--- src/eepc_defs.svh ---
`ifndef EEPC_DEFS_SVH
`define EEPC_DEFS_SVH
`define EEPC_ARRAY_FIRST 16'hb600
`define EEPC_ARRAY_LAST 16'hb7ff
`define EEPC_ARRAY_BYTES 512
`define EEPC_PROG_CTL_ADDR 16'h103b
`define EEPC_CONFIG_ADDR 16'h103f
`define EEPC_OPTION_ADDR 16'h1039
`define EEPC_PROG_RESET 8'h00
`define EEPC_PROG_MASK 8'hdf
`define EEPC_CONFIG_ERASED 8'h0f
`define EEPC_ERASED_BYTE 8'hff
`define EEPC_BIT_ODD 7
`define EEPC_BIT_EVEN 6
`define EEPC_BIT_BYTE 4
`define EEPC_BIT_ROW 3
`define EEPC_BIT_ERASE 2
`define EEPC_BIT_LATCH 1
`define EEPC_BIT_HV 0
`define EEPC_BIT_CHARGE_PUMP_CLOCK_SELECT 6
`define EEPC_BIT_MAP 0
`define EEPC_BIT_NOWD 2
`define EEPC_HV_DELAY_US 10000
`define EEPC_CLK_MHZ 40
`define EEPC_HV_DELAY_CYCLES (`EEPC_HV_DELAY_US * `EEPC_CLK_MHZ)
`define EEPC_REG_CMD 8'h00
`define EEPC_REG_ADDR 8'h04
`define EEPC_REG_DATA 8'h08
`define EEPC_REG_STATUS 8'h0c
`define EEPC_OP_PROGRAM 2'h0
`define EEPC_OP_ERASE 2'h1
`define EEPC_OP_READ 2'h2
`define EEPC_OP_WRITE 2'h3
`endif

--- src/eepc_pkg.sv ---
package eepc_pkg;
  typedef enum logic [9:0] {
    EEPC_IDLE = 10'h001,
    EEPC_CTL1 = 10'h002,
    EEPC_DATA = 10'h004,
    EEPC_CTL2 = 10'h008,
    EEPC_WAIT = 10'h010,
    EEPC_CTL3 = 10'h020,
    EEPC_CTL4 = 10'h040,
    EEPC_READ = 10'h080,
    EEPC_RWAIT = 10'h100,
    EEPC_RCAP = 10'h200
  } eepc_state_type;
endpackage : eepc_pkg

--- src/eepc_bus_if.sv ---
`timescale 1ns/1ps
interface eepc_bus_if;
  logic [15:0] addr;
  logic [7:0] wdata;
  logic wr;
  logic rd;
  logic [7:0] rdata;
  modport device (input addr, input wdata, input wr, input rd, output rdata);
  modport host (output addr, output wdata, output wr, output rd, input rdata);
endinterface : eepc_bus_if

--- src/eepc_delay.sv ---
`timescale 1ns/1ps
`include "eepc_defs.svh"
module eepc_delay #(
  parameter int unsigned CYCLES = `EEPC_HV_DELAY_CYCLES
) (
  input wire logic clk_sys,
  input wire logic rstn,
  input wire logic start,
  output logic done
);
  logic [31:0] count;
  logic running;

  always_ff @(posedge clk_sys or negedge rstn) begin
    if (!rstn) begin
      count <= 32'h0;
      running <= 1'b0;
      done <= 1'b0;
    end else begin
      done <= 1'b0;
      if (start) begin
        count <= 32'h1;
        running <= 1'b1;
      end else if (running) begin
        if (count >= CYCLES[31:0]) begin
          running <= 1'b0;
          done <= 1'b1;
        end else begin
          count <= count + 32'h1;
        end
      end
    end
  end
endmodule : eepc_delay

--- src/eepc_host.sv ---
// Register access over AXI4-Lite was decided locally.
`timescale 1ns/1ps
`include "eepc_defs.svh"
module eepc_host #(
  parameter int unsigned HV_DELAY_CYCLES = `EEPC_HV_DELAY_CYCLES
) (
  input wire logic clk_sys,
  input wire logic rstn,
  eepc_bus_if.host bus,
  input wire logic [7:0] s_axi_awaddr,
  input wire logic s_axi_awvalid,
  output logic s_axi_awready,
  input wire logic [31:0] s_axi_wdata,
  input wire logic [3:0] s_axi_wstrb,
  input wire logic s_axi_wvalid,
  output logic s_axi_wready,
  output logic [1:0] s_axi_bresp,
  output logic s_axi_bvalid,
  input wire logic s_axi_bready,
  input wire logic [7:0] s_axi_araddr,
  input wire logic s_axi_arvalid,
  output logic s_axi_arready,
  output logic [31:0] s_axi_rdata,
  output logic [1:0] s_axi_rresp,
  output logic s_axi_rvalid,
  input wire logic s_axi_rready
);
  eepc_pkg::eepc_state_type state;
  logic [7:0] aw_addr;
  logic [31:0] w_data;
  logic [3:0] w_strb;
  logic [15:0] tgt_addr;
  logic [7:0] tgt_data;
  logic [1:0] op;
  logic [1:0] size;
  logic [7:0] rd_byte;
  logic cmd_go;
  logic do_write;
  logic hv_start;
  logic hv_done;
  logic [15:0] bus_addr;
  logic [7:0] bus_wdata;
  logic bus_wr;
  logic bus_rd;
  logic [7:0] ctl_base;

  function automatic logic [31:0] merge(input logic [31:0] old, input logic [31:0] nw,
                                        input logic [3:0] strb);
    for (int b = 0; b < 4; b++) begin
      merge[b*8 +: 8] = strb[b] ? nw[b*8 +: 8] : old[b*8 +: 8];
    end
  endfunction : merge

  eepc_delay #(.CYCLES(HV_DELAY_CYCLES)) u_delay (
    .clk_sys(clk_sys),
    .rstn(rstn),
    .start(hv_start),
    .done(hv_done)
  );

  // ----------------------------------------------------------------
  // Register slave
  // ----------------------------------------------------------------
  assign do_write = !s_axi_awready && !s_axi_wready && !s_axi_bvalid;

  always_ff @(posedge clk_sys or negedge rstn) begin
    if (!rstn) begin
      s_axi_awready <= 1'b1;
      s_axi_wready <= 1'b1;
      s_axi_bvalid <= 1'b0;
      s_axi_bresp <= 2'h0;
      aw_addr <= 8'h00;
      w_data <= 32'h0;
      w_strb <= 4'h0;
    end else begin
      if (s_axi_awvalid && s_axi_awready) begin
        aw_addr <= s_axi_awaddr;
        s_axi_awready <= 1'b0;
      end
      if (s_axi_wvalid && s_axi_wready) begin
        w_data <= s_axi_wdata;
        w_strb <= s_axi_wstrb;
        s_axi_wready <= 1'b0;
      end
      if (do_write) begin
        s_axi_bvalid <= 1'b1;
        s_axi_bresp <= (aw_addr == `EEPC_REG_CMD || aw_addr == `EEPC_REG_ADDR ||
                        aw_addr == `EEPC_REG_DATA) ? 2'h0 : 2'h2;
      end
      if (s_axi_bvalid && s_axi_bready) begin
        s_axi_bvalid <= 1'b0;
        s_axi_awready <= 1'b1;
        s_axi_wready <= 1'b1;
      end
    end
  end

  always_ff @(posedge clk_sys or negedge rstn) begin
    if (!rstn) begin
      tgt_addr <= 16'h0;
      tgt_data <= 8'h00;
    end else if (do_write && aw_addr == `EEPC_REG_ADDR) begin
      tgt_addr <= 16'(merge({16'h0, tgt_addr}, w_data, w_strb));
    end else if (do_write && aw_addr == `EEPC_REG_DATA && w_strb[0]) begin
      tgt_data <= w_data[7:0];
    end
  end

  // A command arriving while busy is dropped.
  assign cmd_go = do_write && aw_addr == `EEPC_REG_CMD && w_strb[0] &&
                  state == eepc_pkg::EEPC_IDLE;

  always_ff @(posedge clk_sys or negedge rstn) begin
    if (!rstn) begin
      s_axi_arready <= 1'b1;
      s_axi_rvalid <= 1'b0;
      s_axi_rdata <= 32'h0;
      s_axi_rresp <= 2'h0;
    end else if (s_axi_arvalid && s_axi_arready) begin
      s_axi_arready <= 1'b0;
      s_axi_rvalid <= 1'b1;
      s_axi_rresp <= 2'h0;
      case (s_axi_araddr)
        `EEPC_REG_CMD: s_axi_rdata <= {28'h0, size, op};
        `EEPC_REG_ADDR: s_axi_rdata <= {16'h0, tgt_addr};
        `EEPC_REG_DATA: s_axi_rdata <= {24'h0, tgt_data};
        `EEPC_REG_STATUS: s_axi_rdata <= {16'h0, rd_byte, 7'h00,
                                          state != eepc_pkg::EEPC_IDLE};
        default: begin
          s_axi_rdata <= 32'h0;
          s_axi_rresp <= 2'h2;
        end
      endcase
    end else if (s_axi_rvalid && s_axi_rready) begin
      s_axi_rvalid <= 1'b0;
      s_axi_arready <= 1'b1;
    end
  end

  // ----------------------------------------------------------------
  // Sequencer
  // ----------------------------------------------------------------
  assign ctl_base = (op == `EEPC_OP_ERASE) ?
                    8'((1 << `EEPC_BIT_LATCH) | (1 << `EEPC_BIT_ERASE) |
                       (size[1] << `EEPC_BIT_BYTE) | (size[0] << `EEPC_BIT_ROW)) :
                    8'(1 << `EEPC_BIT_LATCH);

  always_ff @(posedge clk_sys or negedge rstn) begin
    if (!rstn) begin
      state <= eepc_pkg::EEPC_IDLE;
      op <= 2'h0;
      size <= 2'h0;
      rd_byte <= 8'h00;
    end else begin
      case (state)
        eepc_pkg::EEPC_IDLE: begin
          if (cmd_go) begin
            op <= w_data[1:0];
            size <= w_data[3:2];
            case (w_data[1:0])
              `EEPC_OP_WRITE: state <= eepc_pkg::EEPC_DATA;
              `EEPC_OP_READ: state <= eepc_pkg::EEPC_READ;
              default: state <= eepc_pkg::EEPC_CTL1;
            endcase
          end
        end
        eepc_pkg::EEPC_CTL1: state <= eepc_pkg::EEPC_DATA;
        eepc_pkg::EEPC_DATA: begin
          state <= (op == `EEPC_OP_WRITE) ? eepc_pkg::EEPC_IDLE : eepc_pkg::EEPC_CTL2;
        end
        eepc_pkg::EEPC_CTL2: state <= eepc_pkg::EEPC_WAIT;
        eepc_pkg::EEPC_WAIT: begin
          if (hv_done) begin
            state <= eepc_pkg::EEPC_CTL3;
          end
        end
        eepc_pkg::EEPC_CTL3: state <= eepc_pkg::EEPC_CTL4;
        eepc_pkg::EEPC_CTL4: state <= eepc_pkg::EEPC_IDLE;
        eepc_pkg::EEPC_READ: state <= eepc_pkg::EEPC_RWAIT;
        eepc_pkg::EEPC_RWAIT: state <= eepc_pkg::EEPC_RCAP;
        eepc_pkg::EEPC_RCAP: begin
          rd_byte <= bus.rdata;
          state <= eepc_pkg::EEPC_IDLE;
        end
        default: state <= eepc_pkg::EEPC_IDLE;
      endcase
    end
  end

  assign hv_start = (state == eepc_pkg::EEPC_CTL2);

  always_ff @(posedge clk_sys or negedge rstn) begin
    if (!rstn) begin
      bus_addr <= 16'h0;
      bus_wdata <= 8'h00;
      bus_wr <= 1'b0;
      bus_rd <= 1'b0;
    end else begin
      bus_wr <= 1'b0;
      bus_rd <= 1'b0;
      case (state)
        eepc_pkg::EEPC_CTL1, eepc_pkg::EEPC_CTL3: begin
          bus_wr <= 1'b1;
          bus_addr <= `EEPC_PROG_CTL_ADDR;
          bus_wdata <= ctl_base;
        end
        eepc_pkg::EEPC_DATA: begin
          bus_wr <= 1'b1;
          bus_addr <= tgt_addr;
          bus_wdata <= tgt_data;
        end
        eepc_pkg::EEPC_CTL2: begin
          bus_wr <= 1'b1;
          bus_addr <= `EEPC_PROG_CTL_ADDR;
          bus_wdata <= ctl_base | 8'(1 << `EEPC_BIT_HV);
        end
        eepc_pkg::EEPC_CTL4: begin
          bus_wr <= 1'b1;
          bus_addr <= `EEPC_PROG_CTL_ADDR;
          bus_wdata <= `EEPC_PROG_RESET;
        end
        eepc_pkg::EEPC_READ: begin
          bus_rd <= 1'b1;
          bus_addr <= tgt_addr;
        end
        default: begin
          bus_wr <= 1'b0;
        end
      endcase
    end
  end

  assign bus.addr = bus_addr;
  assign bus.wdata = bus_wdata;
  assign bus.wr = bus_wr;
  assign bus.rd = bus_rd;
endmodule : eepc_host

--- src/flat_wrapper.sv ---
// flat-port wrapper written by rule: the top's interface ports become plain ports
module eepc_host_flat 
#(
  parameter int unsigned HV_DELAY_CYCLES = `EEPC_HV_DELAY_CYCLES
)
  (clk_sys, rstn, s_axi_awaddr, s_axi_awvalid, s_axi_awready, s_axi_wdata, s_axi_wstrb, s_axi_wvalid, s_axi_wready, s_axi_bresp, s_axi_bvalid, s_axi_bready, s_axi_araddr, s_axi_arvalid, s_axi_arready, s_axi_rdata, s_axi_rresp, s_axi_rvalid, s_axi_rready, bus_addr, bus_wdata, bus_wr, bus_rd, bus_rdata);
  eepc_bus_if bus_i ();
  input wire logic clk_sys;
  input wire logic rstn;
  input wire logic [7:0] s_axi_awaddr;
  input wire logic s_axi_awvalid;
  output logic s_axi_awready;
  input wire logic [31:0] s_axi_wdata;
  input wire logic [3:0] s_axi_wstrb;
  input wire logic s_axi_wvalid;
  output logic s_axi_wready;
  output logic [1:0] s_axi_bresp;
  output logic s_axi_bvalid;
  input wire logic s_axi_bready;
  input wire logic [7:0] s_axi_araddr;
  input wire logic s_axi_arvalid;
  output logic s_axi_arready;
  output logic [31:0] s_axi_rdata;
  output logic [1:0] s_axi_rresp;
  output logic s_axi_rvalid;
  input wire logic s_axi_rready;
  output wire logic [$bits(bus_i.addr)-1:0] bus_addr;
  output wire logic [$bits(bus_i.wdata)-1:0] bus_wdata;
  output wire logic [$bits(bus_i.wr)-1:0] bus_wr;
  output wire logic [$bits(bus_i.rd)-1:0] bus_rd;
  input wire logic [$bits(bus_i.rdata)-1:0] bus_rdata;
  assign bus_addr = bus_i.addr;
  assign bus_wdata = bus_i.wdata;
  assign bus_wr = bus_i.wr;
  assign bus_rd = bus_i.rd;
  assign bus_i.rdata = bus_rdata;
  eepc_host #(.HV_DELAY_CYCLES(HV_DELAY_CYCLES)) u_core (.clk_sys(clk_sys), .rstn(rstn), .bus(bus_i), .s_axi_awaddr(s_axi_awaddr), .s_axi_awvalid(s_axi_awvalid), .s_axi_awready(s_axi_awready), .s_axi_wdata(s_axi_wdata), .s_axi_wstrb(s_axi_wstrb), .s_axi_wvalid(s_axi_wvalid), .s_axi_wready(s_axi_wready), .s_axi_bresp(s_axi_bresp), .s_axi_bvalid(s_axi_bvalid), .s_axi_bready(s_axi_bready), .s_axi_araddr(s_axi_araddr), .s_axi_arvalid(s_axi_arvalid), .s_axi_arready(s_axi_arready), .s_axi_rdata(s_axi_rdata), .s_axi_rresp(s_axi_rresp), .s_axi_rvalid(s_axi_rvalid), .s_axi_rready(s_axi_rready));
endmodule
--- config.mk ---
export PLATFORM = sky130hd
export DESIGN_NAME = eepc_host_flat
export DESIGN_NICKNAME = d
export VERILOG_FILES = /design/src/eepc_pkg.sv /design/src/eepc_bus_if.sv /design/src/eepc_delay.sv /design/src/eepc_host.sv /design/src/flat_wrapper.sv
export VERILOG_INCLUDE_DIRS = /design/src
export SDC_FILE = /design/constraint.sdc
export NUM_CORES = 1
export LEC_CHECK = 0
export BUFFER_PORTS_ARGS = -buffer_cell sky130_fd_sc_hd__buf_2
export CAP_MARGIN = 0
export CORE_ASPECT_RATIO = 1.75
export CORE_UTILIZATION = 50
export DETAILED_ROUTE_END_ITERATION = 8
export PLACE_DENSITY = 0.86
export SYNTH_ARGS = -nofsm -noshare
export SYNTH_HDL_FRONTEND = slang
export SYNTH_SLANG_ARGS = --single-unit
--- constraint.sdc ---
create_clock -name clk_sys -period 2.14 [get_ports clk_sys]
set_input_delay 0.107 -clock clk_sys [delete_from_list [all_inputs] [get_ports clk_sys]]
set_output_delay 0.107 -clock clk_sys [all_outputs]
set_load 0.1 [all_outputs]
Word level (Yosys, flattened, before mapping)
Cells that the tools add are included.
Storage, ports and cells
  bits in read-only memories: 0
  latch bits: 0
  input port bits: 67
  word-level logic and storage cells: 122
  RAM bits: 0
  memories kept: 0
  output and inout bits: 67
  bits in registers: 173
Cells by class
  reduce and logical (&&, ||, !) cells: 38
  $lt $le $gt $ge: 1
  multiplexer cells: 32
  $mul: 0
  div/mod/pow operators: 0
  eq/ne operators: 23
  bitwise logic cells: 2
  shift operators: 0
  $add $sub $neg: 1
Operator list (number)
  32-bit 2-to-1 mux: 3
  10-bit one-hot mux with 8 select lines: 1
  16-bit one-hot mux with 4 select lines: 1
  32-bit by 1-bit adder with 32-bit output (second input constant): 1
  32-bit by 19-bit greater-or-equal comparator with 1-bit output (second input constant): 1
  16-bit one-hot mux with 2 select lines: 1
  8-bit one-hot mux with 4 select lines: 1
  8-bit by 4-bit == test with 1-bit output (second input constant): 3
  10-bit 2-to-1 mux: 2
  1-bit 2-to-1 mux: 18
  8-bit by 3-bit == test with 1-bit output (second input constant): 2
  8-bit logical NOT: 2
  8-bit one-hot mux with 2 select lines: 1
  1-bit logical AND: 13
  2-bit AND reduction: 6
  2-bit nonzero test: 6
  10-bit by 1-bit == test with 1-bit output (second input constant): 1
  10-bit == test (second input constant): 1
  10-bit by 2-bit == test with 1-bit output (second input constant): 1
  10-bit by 3-bit == test with 1-bit output (second input constant): 1
  10-bit by 4-bit == test with 1-bit output (second input constant): 1
  10-bit by 5-bit == test with 1-bit output (second input constant): 1
  10-bit by 6-bit == test with 1-bit output (second input constant): 1
  10-bit by 7-bit == test with 1-bit output (second input constant): 1
  other kinds (18): 27

Logic depth before layout (Yosys ltp)
Gate-level depths: netlist of run 1.
  depth after elaboration: 8
  mapped depth: 8
  gate-level depth less buffers: 6

Cells and area by module
Synthesis of run 1 repeated with hierarchy kept, for this count alone.
Unflattened totals
  cells, all modules: 621
  area, all modules: 7028.0 µm²
Modules (own cells, without submodules)
  eepc_host: area an instance 5393.9 µm², instances 1, cells each 458
  eepc_delay: area an instance 1634.1 µm², instances 1, cells each 163

Worst setup path after synthesis of run 1
No wires, ideal clock.
  path kind: reg-to-reg
  from: reg u_core.s_axi_bvalid
  to: reg u_core.tgt_addr[0]
  cell stages (with the launch flop): 5
  data arrival time: 2.391 ns
  period minus slack after synthesis: 2.516 ns
  setup slack: -0.376 ns
  setup time: 0.125 ns
  cells stage by stage: dfrtp_1 > nor3_1 > nand4_1 > nor3b_2 > mux2_2
Between the ends
  word-level cells in the longest chain between the ends: 4
RTL lines
  from (decl): line eepc_host.sv:18  | output logic s_axi_bvalid,
  from (signal assigned): line eepc_host.sv:70  | s_axi_bvalid <= 1'b0;
  from (signal assigned): line eepc_host.sv:86  | s_axi_bvalid <= 1'b1;
  from (signal assigned): line eepc_host.sv:91  | s_axi_bvalid <= 1'b0;
  1-bit logical NOT: line eepc_host.sv:64  | assign do_write = !s_axi_awready && !s_axi_wready && !s_axi_bvalid;
  1-bit logical AND: line eepc_host.sv:64
  1-bit logical AND (no source line)
  2-bit AND reduction (no source line)
  to (signal assigned): line eepc_host.sv:103  | tgt_addr <= 16'(merge({16'h0, tgt_addr}, w_data, w_strb));
  to (decl): line eepc_host.sv:32  | logic [15:0] tgt_addr;
Every way passes these cells.
A chain may end at the register's enable or synchronous reset.

Worst setup path in the final report of run 1
  from: reg u_core.state[5]
  to: reg u_core.bus_wdata[0], in the netlist u_core.bus.wdata[0]
Between the ends
  word-level cells in the longest chain between the ends: 3
  elaborated cells between the ends (all ways): 8
  classes of those cells: 5 x eq/ne; 1 x mux; 2 x reduce/logical
RTL lines
  from (decl): line eepc_host.sv:28  | eepc_pkg::eepc_state_type state;
  from (signal assigned): line eepc_host.sv:150  | state <= eepc_pkg::EEPC_IDLE;
  from (signal assigned): line eepc_host.sv:161  | `EEPC_OP_WRITE: state <= eepc_pkg::EEPC_DATA;
  from (signal assigned): line eepc_host.sv:162  | `EEPC_OP_READ: state <= eepc_pkg::EEPC_READ;
  10-bit by 2-bit == test with 1-bit output or 10-bit by 6-bit == test with 1-bit output (tied branches): line eepc_host.sv:201  | case (state)
  2-bit OR reduction
  8-bit one-hot mux with 4 select lines or 4-bit nonzero test (tied branches)
  to (signal assigned): line eepc_host.sv:205  | bus_wdata <= ctl_base;
  to (signal assigned): line eepc_host.sv:210  | bus_wdata <= tgt_data;
  to (signal assigned): line eepc_host.sv:215  | bus_wdata <= ctl_base | 8'(1 << `EEPC_BIT_HV);
  to (decl): line eepc_host.sv:42  | logic [7:0] bus_wdata;
Several ways; a longest one is shown, not always the timed one.

==> results.md, run 1 <==
- CTS tree: built
- Yosys top cell by area: dfrtp_1
- RSZ-0062 raised after global routing: yes
- Register area: 3890 µm²
- Total vias in the final route: 5,244
- Share of power burned in registers: 0.463
- Final setup fails: 16
- CP Launch Type: register
- Clock latency on the worst-skew pair: between 400 and 500 ps
- Status: finished with violations
- Int Pwr: 0.00553 W
- Setup WS pre-CTS: -9.50 ps
- Fraction of the cycle the final worst path needs: 1.04
- Buffer and inverter count on the worst path: 1
- Die Width: 89.5 µm
- Combinational share of power: 0.196
- Initial Util: 0.516
- Count leader, synth: dfrtp_1
- Period minus WS final: around 2200 ps
- Num CTS Buffers: 17
- Tot GR Track Use: 0.263
- Critical Path AT: 2520 ps
- Worst min path class: primary input to register
- Final net count: 797
- Mapped Avg Cell Area: roughly 12 µm²
- Leakage: 4.25 nW
- Synth cell count leaders: dfrtp_1, mux2_2, nand2_1
- R2R Setup Slk: -80 ps
- Main area contributors after synthesis: dfrtp_1, mux2_2, nand2_1, buf_4, a22o_1
- Crit-path cells: buf_4 -> nor4_2 -> o2111ai_1 -> o41a_1 -> a221o_1
- Routed len/inst: 19.2 µm
- Sw power: 0.00269 W
- Crit path capture type: register
- CTS max path bufs: 2
- IO Pins: around 130
- Worst path top cell family by delay: compound AO/OA/AOI/OAI gates
- CP startpoint: u_core.state[5]
- Area grow syn2layout: 30.2%
- Core area: 13,000 µm²
- Sw Share: 0.327
- Critical path class: register to register
- Worst hold stages: 4
- Wirelength, routed: 17,500 µm
- Setup WS post-layout: -77.2 ps
- Fmax: 0.451 GHz
- Post-DP HPWL: approximately 11,000 µm
- H-Tree Level Count: 4
- FF-to-FF Start: u_core.state[5]
- Die Y: 155 µm
- Crit path max fanout: 8
- Pin count of the biggest net entering global routing: 69
- GP Congestion: approximately 0.9
- Final Max Tran Viols: 0
- Placed inst area: approximately 7600 µm²
- Worst path max stage delay: 530 ps
- Worst rel slew slack: 0.482
- Seq/Total Area, Yosys: 0.579
- Initial DRC count: between 200 and 250
- Die footprint: 13,900 µm²
- Hold path start: s_axi_araddr[1]
- Clock sink count: 155
- Antenna Violating Nets Remaining: 0
- Vias/cell: 5.75
- Post-synth EDFFs: 0
- Row cnt: 55
- Clock power frac: 0.341
- Synth top area share: 0.563
- Min-Delay Endpoint: u_core.s_axi_rdata[7]
- Yosys warning total: 0
- Max cap viols: 0
- Vias in the first global route: 5,539
- Failing checks: setup timing
- Filler cells: 882
- R2R Path End: u_core.bus.wdata[0]
- IO Port Bufs: 97
- Cell area after synthesis: 6710 µm²
- DRC Markers: 0
- Final hold slack: 140 ps
- Worst path slowest cell: nor4_2
- Multi-input logic area: 2750 µm²
- Pwr Density: around 940 nW/µm²
- Critical Path RT: 2440 ps
- Ant diodes: 0
- Async set or reset register ratio after synthesis: 1.00
- Congestion Overflow GR: 0
- Design area: 8730 µm²
- Root buf cell: clkbuf_16
- Least-Margin Pin Slew: ~770 ps
- Final hold violation count: 0
- First-pass GRT wire length: ~27,000 µm
- CTS clock-pin slew for the worst setup and hold paths: 60 ps
- #FFs+latches synth: 155
- Synth Instances: about 550
- First-pass DRT Iterations: 5
- Synth Flop Type: dfrtp_1
- Tot Pwr: between 0.008 and 0.009 W
- Initial antenna violation count: 0
- Share of layout cells above drive strength 1: 0.364
- Count of cell types in the netlist: 54
- Max Clock Skew: about 11 ps
- VDD IR max: 0.559 mV
- Worst r2r path cells: 5
-- sequential cells by signal, indices dropped and copies added, names as in the netlist, 2 cells and up --
| register | cells |
|---|---|
| u_core.w_data | 16 |
| u_core.s_axi_rdata | 16 |
| u_core.aw_addr | 8 |
| u_core.bus.addr | 16 |
| u_core.bus.wdata | 8 |
| u_core.rd_byte | 8 |
| u_core.u_delay.count | 32 |
| u_core.op | 2 |
| u_core.w_strb | 2 |
| u_core.tgt_data | 8 |
| u_core.size | 2 |
| u_core.tgt_addr | 16 |
| u_core.state | 10 |
-- kinds of logic after synthesis --
group / count (synthesis) / synth area share
other: 1 / 0.000559
adders and majority gates: 2 / 0.00373
muxes: 76 / 0.125
DFF: 155 / 0.579
xor gates and xnor gates: 16 / 0.0209
and+or+nand+nor: 167 / 0.142
buffers and inverters: 53 / 0.0429
AOI/OAI and AO/OA: 84 / 0.0858
-- tightest hold or removal path: cells and delay by family --
kind                   cells  cell delay (ps)
AOI/OAI and AO/OA          1              110
buffers and inverters      1               80
and+or+nand+nor            2              230
-- per-layer routing --
metal / wire [µm] / track usage / up-vias
met1: 6160 / 0.272 / 2624
met2: 9610 / 0.459 / 220
met4: 965 / 0.166 / 0
met3: 751 / 0.0647 / 85
met5: 0 / 0 / -
li1: - / - / 2315
-- timing repair --
item | in CTS | in global routing
setup buffers | 2 | 5
pin swaps | 4 | 7
gates resized for setup | 2 | 22
hold buffers | 43 | 0
hold endpoints to repair | 104 | 0
endpoints found under the setup margin | 7 | 57
-- per-stage QoR --
step                      std cells  utilization  TNS, ps
after floorplan                 571            -     -138
after global placement          831        0.584        0
after detailed placement        831        0.584    -23.2
after CTS                       908        0.662        0
after global routing            912        0.671    -2370
final                           912        0.671     -478
-- power by group through the flow --
| stage | Clock (W) | Combinational (W) | Sequential, W |
|---|---|---|---|
| floorplan | 0 | 0.000823 | 0.00400 |
| global placement | 0 | 0.00142 | 0.00376 |
| detailed placement | 0 | 0.00148 | 0.00381 |
| CTS | 0.00282 | 0.00157 | 0.00377 |
| global route | 0.00296 | 0.00171 | 0.00385 |
| finish | 0.00280 | 0.00161 | 0.00381 |
-- layout by cell type, fill, tap and decap left out, drive strengths merged, types with 2 or more instances in the layout --
cell	instances
a21oi	13
a221oi	2
a22o	16
a22oi	4
and2	13
and3	6
buf	136
clkbuf	19
clkinv	2
clkinvlp	5
conb	18
dfrtp	151
dfstp	4
dlygate4sd3	43
ha	2
inv	18
mux2	62
mux2i	14
nand2	44
nand3	7
nand4	8
nand4b	2
nor2	28
nor2b	3
nor3	9
nor3b	3
nor4	16
nor4b	2
nor4bb	2
o2111ai	2
o211ai	3
o21ai	26
o22a	6
o31ai	6
or3	10
or3b	2
or4	8
xnor2	13
xor2	3
-- worst max-delay path by stage --
| stage | depth (start not counted) | to | slack (ps) |
|---|---|---|---|
| after global placement | 5 | u_core.bus.wdata[3] | 30 |
| after floorplan | 8 | u_core.bus.addr[0] | -10 |
| after CTS | 5 | u_core.state[7] | 7 |
| after global routing | 5 | u_core.bus.wdata[0] | -230 |
| after detailed placement | 6 | u_core.u_delay.count[8] | -10 |
| final | 5 | u_core.bus.wdata[0] | -80 |
-- cell type report --
class	instances	area share
clock inverter	13	0.0123
inverter	12	0.00516
clock buffer	19	0.0507
sequential	155	0.446
multi-input combinational	363	0.315
timing repair buffer	179	0.146
tap	171	0.0245
Note: power is estimated with default switching activity, not from simulation.
==> run 2, diff against run 1 <==
--- a/config.mk
+++ b/config.mk
@@ -12,6 +12,7 @@
 export CORE_UTILIZATION = 50
 export DETAILED_ROUTE_END_ITERATION = 8
 export PLACE_DENSITY = 0.86
+export SETUP_SLACK_MARGIN = 0.2
 export SYNTH_ARGS = -nofsm -noshare
 export SYNTH_HDL_FRONTEND = slang
 export SYNTH_SLANG_ARGS = --single-unit
==> run 2 against run 1 <==
Maximum frequency down 5.5%. Clock power up 14%. Via count up 13%. Wire length up 32%. The flow still finishes with violations (setup timing). First-iteration DRC count up 120%. Global-route usage up 3.3 points. Final area up 11%. Largest cell class unchanged. Clock skew down 4.1 ps. Largest power group unchanged. Sequential share of layout area down 4.5 points. Register-to-register slack worse by 130 ps. Flip-flop and latch count unchanged.
==> results.md, run 2 (synthesis results as in run 1) <==
- Reg with most FFs: u_core.u_delay.count
- Met2 WL: 11,900 µm
- Clock sink count: 155
- IO Port Bufs: 97
- Worst path slowest cell: nor4_4
- Die Width: 89.5 µm
- Post-DP HPWL: 11,300 µm
- Final Core Density: 0.747
- First-pass GRT wire length: 30,100 µm
- Commonest cells after routing, fill and taps aside: dfrtp_1, buf_2, buf_4, dlygate4sd3_1
- Period minus WS final: 2350 ps
- R2R Path End: u_core.u_delay.count[8]
- Status: finished with violations
- Congestion Overflow GR: 0
- Wirelength, routed: ~23,000 µm
- Final Max Tran Viols: 0
- Tot GR Track Use: 0.296
- Total vias in the final route: 5,910
- Share of layout cells above drive strength 1: 0.456
- Initial antenna violation count: 1
- CTS clock-pin slew for the worst setup and hold paths: 60 ps
- Initial DRC count: 499
- Area grow syn2layout: 44.9%
- Critical path class: register to register
- Num CTS Buffers: 17
- Worst r2r path cells: 7
- Max cap viols: 0
- Failing checks: setup timing
- Least-Margin Pin Slew: 658 ps
- Die Y: between 150 and 200 µm
- DRC Markers: 0
- Pin count of the biggest net entering global routing: 60
- FF-to-FF Start: u_core.u_delay.count[16]
- Leakage: 4.61 nW
- WL met3: 1500 µm
- Placed inst area: between 7000 and 8000 µm²
- Fraction of the cycle the final worst path needs: 1.10
- Max Clock Skew: 6.77 ps
- Setup WS post-layout: -207 ps
- IO Pins: around 130
- Vias/cell: 6.19
- Crit-path cells: nor4_4 -> a311oi_2 -> buf_4 -> or3b_4 -> buf_6 -> or3_4 -> a21oi_2
- Root buf cell: clkbuf_16
- Routed met1 length: 7860 µm
- Commonest non-fill, non-tap cell in the layout: dfrtp_1
- CP Launch Type: register
- Row cnt: 55
- Worst rel slew slack: 0.560
- Top sig layer: met4
- RSZ-0062 raised after global routing: yes
- Worst Setup EP: u_core.u_delay.count[8]
- Antenna Violating Nets Remaining: 0
- Routed len/inst: 24.2 µm
- CTS max path bufs: 2
- Critical Path AT: roughly 2700 ps
- Design area: 9710 µm²
- Hold path start: s_axi_araddr[2]
- Core area: ~13,000 µm²
- First-pass DRT Iterations: 5
- CTS tree: built
- VDD IR max: 0.630 mV
- Filler cells: between 700 and 800
- Final net count: 839
- GP Congestion: approximately 0.80
- R2R Setup Slk: -210 ps
- Pwr Density: about 910 nW/µm²
- Vias in the first global route: slightly below 6,000
- H-Tree Level Count: 4
- Crit path max fanout: 5
- Fmax: 0.426 GHz
- CP startpoint: u_core.u_delay.count[16]
- Initial Util: 0.516
- Die footprint: around 14,000 µm²
- Critical Path RT: 2480 ps
- Crit path capture type: register
- Worst path max stage delay: 430 ps
- Clock latency on the worst-skew pair: roughly 420 ps
- Worst min path class: primary input to register
- Final setup fails: 44
- Final hold violation count: 0
- Largest register FFs: 32
==> run 2: worst min path at each step <==
stage                            end  slack, ps  depth (start not counted)
2_1_floorplan      u_core.aw_addr[0]       -190                          0
3_5_place_dp       u_core.aw_addr[0]        110                          1
4_1_cts        u_core.s_axi_rdata[4]        120                          4
5_1_grt        u_core.s_axi_rdata[0]        170                          4
6_report       u_core.s_axi_rdata[0]        150                          4
3_3_place_gp     u_core.s_axi_bvalid        100                          1
==> run 2: routing by layer <==
metal,vias up,global-route usage
met2,398,0.513
met5,-,0
met3,154,0.0658
met1,2967,0.311
met4,0,0.196
li1,2391,-
==> run 2: final cells by class <==
type | instances | area [µm²] | area share
repair buffers | 218 | 1670 | 0.172
flip-flops and latches | 155 | 3890 | 0.401
multi-input cells | 366 | 3270 | 0.336
inverters | 12 | 47.5 | 0.00489
clock inverters | 9 | 148 | 0.0152
clock buffers | 23 | 468 | 0.0482
diodes | 1 | 2.50 | 0.000258
well taps | 171 | 214 | 0.0220
==> run 2: repair_timing <==
item                                    4_1_cts  5_1_grt
hold buffers                                 43        0
setup buffers                                19       17
cloned                                        0        4
pin swaps                                    39       65
hold endpoints to repair                     95        0
endpoints found under the setup margin       87      101
resized for setup                            67       62
==> run 2: where the power goes <==
part	total [W]	internal (W)	switching, W	leakage (nW)
Clock	0.00318	0.00201	0.00117	0.301
Combinational	0.00178	0.000727	0.00105	2.25
Sequential	0.00390	0.00336	0.000537	2.06
==> run 2: per-stage QoR <==
stage,hold slack (ps),total power (W),setup slack [ps],setup TNS [ps],std cells
floorplan,-189,0.00486,-6.98,-28.3,571
finish,149,0.00886,-207,-5160,955
global route,172,0.00910,-262,-6470,955
detailed placement,105,0.00531,-71.0,-428,839
CTS,124,0.00862,-53.8,-545,933
global placement,102,0.00522,-14.1,-14.1,839
==> run 2: critical path: cells and delay by family, from the launching register on <==
| kind | cells | cell delay [ps] |
|---|---|---|
| compound gates | 2 | 380 |
| simple gates | 3 | 1170 |
| buf+inv | 2 | 310 |
| flops | 1 | 410 |
==> run 3, diff against run 2 <==
--- a/config.mk
+++ b/config.mk
@@ -9,6 +9,7 @@
 export BUFFER_PORTS_ARGS = -buffer_cell sky130_fd_sc_hd__buf_2
 export CAP_MARGIN = 0
 export CORE_ASPECT_RATIO = 1.75
+export CORE_MARGIN = 8
 export CORE_UTILIZATION = 50
 export DETAILED_ROUTE_END_ITERATION = 8
 export PLACE_DENSITY = 0.86
==> run 3 against run 2 <==
The run still ends with setup timing left. Wire length down 15%. Utilization down 4.0 points. Register-to-register slack better by 160 ps. Non-clock buffer count down 21. Flip-flop and latch count unchanged. Cell count down 2.2%. First-iteration DRC count down 27%. Combinational power down 5%. Critical path depth down 2. Largest cell class unchanged.
==> results.md, run 3 (synthesis results as in run 1) <==
- Die footprint: roughly 18,000 µm²
- Fin Setup TNS: -99.7 ps
- Initial antenna violation count: 0
- Pin count of the biggest net entering global routing: between 60 and 70
- First-pass GRT wire length: 29,000 µm
- CTS clock-pin slew for the worst setup and hold paths: ~60 ps
- Placed cells: 838
- Root buf cell: clkbuf_16
- Core area: 13,200 µm²
- Fmax: between 0.4 and 0.5 GHz
- Worst min path class: primary input to register
- First-pass DRT Iterations: 6
- Max cap viols: 0
- CTS max path bufs: 2
- Row cnt: 56
- Reg with most FFs: u_core.u_delay.count
- Leakage: 4.47 nW
- Status: finished with violations
- Congestion Overflow GR: 0
- Crit-path cells: or4_4 -> nor3_4 -> nand3_2 -> or4_4 -> nor4b_4
- Failing checks: setup timing
- CTS tree: built
- Period minus WS final: 2190 ps
- Vias in the first global route: 5,621
- Crit path max fanout: 4
- Tot GR Track Use: 0.206
- Filler cells: 793
- Worst path max stage delay: between 500 and 600 ps
- Antenna Violating Nets Remaining: 0
- Critical Path RT: 2450 ps
- CP Launch Type: register
- Pwr Density: 932 nW/µm²
- Num CTS Buffers: 17
- Critical path class: register to register
- Post-DP HPWL: 11,700 µm
- Setup WS pre-CTS: -81.9 ps
- Setup WS post-layout: -49.0 ps
- Commonest cells after routing, fill and taps aside: dfrtp_1, buf_2, nand2_1, dlygate4sd3_1, mux2_2
- Die Y: ~170 µm
- Total vias in the final route: 5,413
- Share of layout cells above drive strength 1: 0.424
- Final setup fails: 8
- Clock sink count: 155
- Clock latency on the worst-skew pair: 430 ps
- Routed len/inst: between 20 and 25 µm
- VDD IR max: between 0.5 and 0.6 mV
- DRC Markers: 0
- RSZ-0062 raised after global routing: yes
- Crit path capture type: register
- Fraction of the cycle the final worst path needs: 1.02
- Worst rel slew slack: 0.583
- Initial DRC count: approximately 360
- Area grow syn2layout: 39.6%
- IO Port Bufs: 97
- Register area: 3890 µm²
- Largest register FFs: 32
- Least-Margin Pin Slew: around 620 ps
- Worst path slowest cell: or4_4
- Multi-input logic area: 3110 µm²
- IO Pins: 134
- Max Clock Skew: roughly 13 ps
- Die Width: approximately 100 µm
- Initial Util: 0.506
- Final net count: slightly above 800
- Ant diodes: 0
- Wirelength, routed: 19,600 µm
- Vias/cell: around 5.8
- Commonest non-fill, non-tap cell in the layout: dfrtp_1
- GP Congestion: ~0.84
- H-Tree Level Count: 4
- Final hold violation count: 0
- Final hold slack: 112 ps
- Final Max Tran Viols: 0
- Finished Layout Cells: 934
- Most Frequent Cell on Critical Path: or4_4
- Critical Path AT: 2500 ps
[run 3: cell types whose count changed in the layout (fill, tap and decap cells not counted), sizes merged]
cell / previous run / this run
inv: 12 / 14
clkbuf: 24 / 18
buf: 174 / 154
clkinvlp: 1 / 3
diode: 1 / 0
o41a: 2 / 1
[run 3: worst paths after layout]
path	startpoint	endpoint	slack, ps	cells after the start
max in group asynchronous	rstn	u_core.state[0]	1170	3
setup / recovery	u_core.state[4]	u_core.state[7]	-50	5
min in group asynchronous	rstn	u_core.aw_addr[6]	250	2
setup reg to reg	u_core.state[4]	u_core.state[7]	-50	5
hold / removal	s_axi_araddr[1]	u_core.s_axi_rdata[7]	110	4
hold reg to reg	u_core.s_axi_rdata[15]	u_core.s_axi_rdata[15]	470	2
[run 3: final cells by class]
class / count / share of cell area
Clock inverter: 13 / 0.0204
Multi-Input combinational cell: 365 / 0.332
Timing Repair Buffer: 197 / 0.157
Tap cell: 174 / 0.0232
Inverter: 12 / 0.00481
Sequential cell: 155 / 0.416
Clock buffer: 18 / 0.0469
[run 3: through the flow]
stage | area [µm²] | power [W] | util
final | 9360 | 0.00873 | 0.707
after global routing | 9360 | 0.00901 | 0.707
after CTS | 9070 | 0.00867 | 0.685
after detailed placement | 7700 | 0.00532 | 0.582
after global placement | 7700 | 0.00522 | 0.582
after floorplan | 6940 | 0.00486 | -
[run 3: per-layer routing]
layer / vias to the layer above / GRT usage / part of all wire / wire length [µm]
met3: 81 / 0.0506 / 0.059 / 1150
met5: - / 0 / 0 / 0
li1: 2356 / - / - / -
met1: 2738 / 0.208 / 0.34 / 6670
met4: 0 / 0.128 / 0.057 / 1110
met2: 238 / 0.374 / 0.54 / 10700
[run 3: what timing repair did]
action | CTS | global route
endpoints found under the setup margin | 67 | 91
hold endpoints to repair | 103 | 0
hold buffers | 43 | 0
cloned | 0 | 2
setup buffers | 12 | 8
gates resized for setup | 50 | 41
pin swaps | 48 | 35
[run 3: worst max-delay path: cells and delay by family (launching register included)]
family	cells	cell delay, ps
flip-flops	1	410
AND/OR/NAND/NOR	5	1670
[run 3: power breakdown]
group          internal, W  switching (W)
sequential         0.00336       0.000467
combinational     0.000713       0.000981
clock              0.00199        0.00121
total              0.00606        0.00266
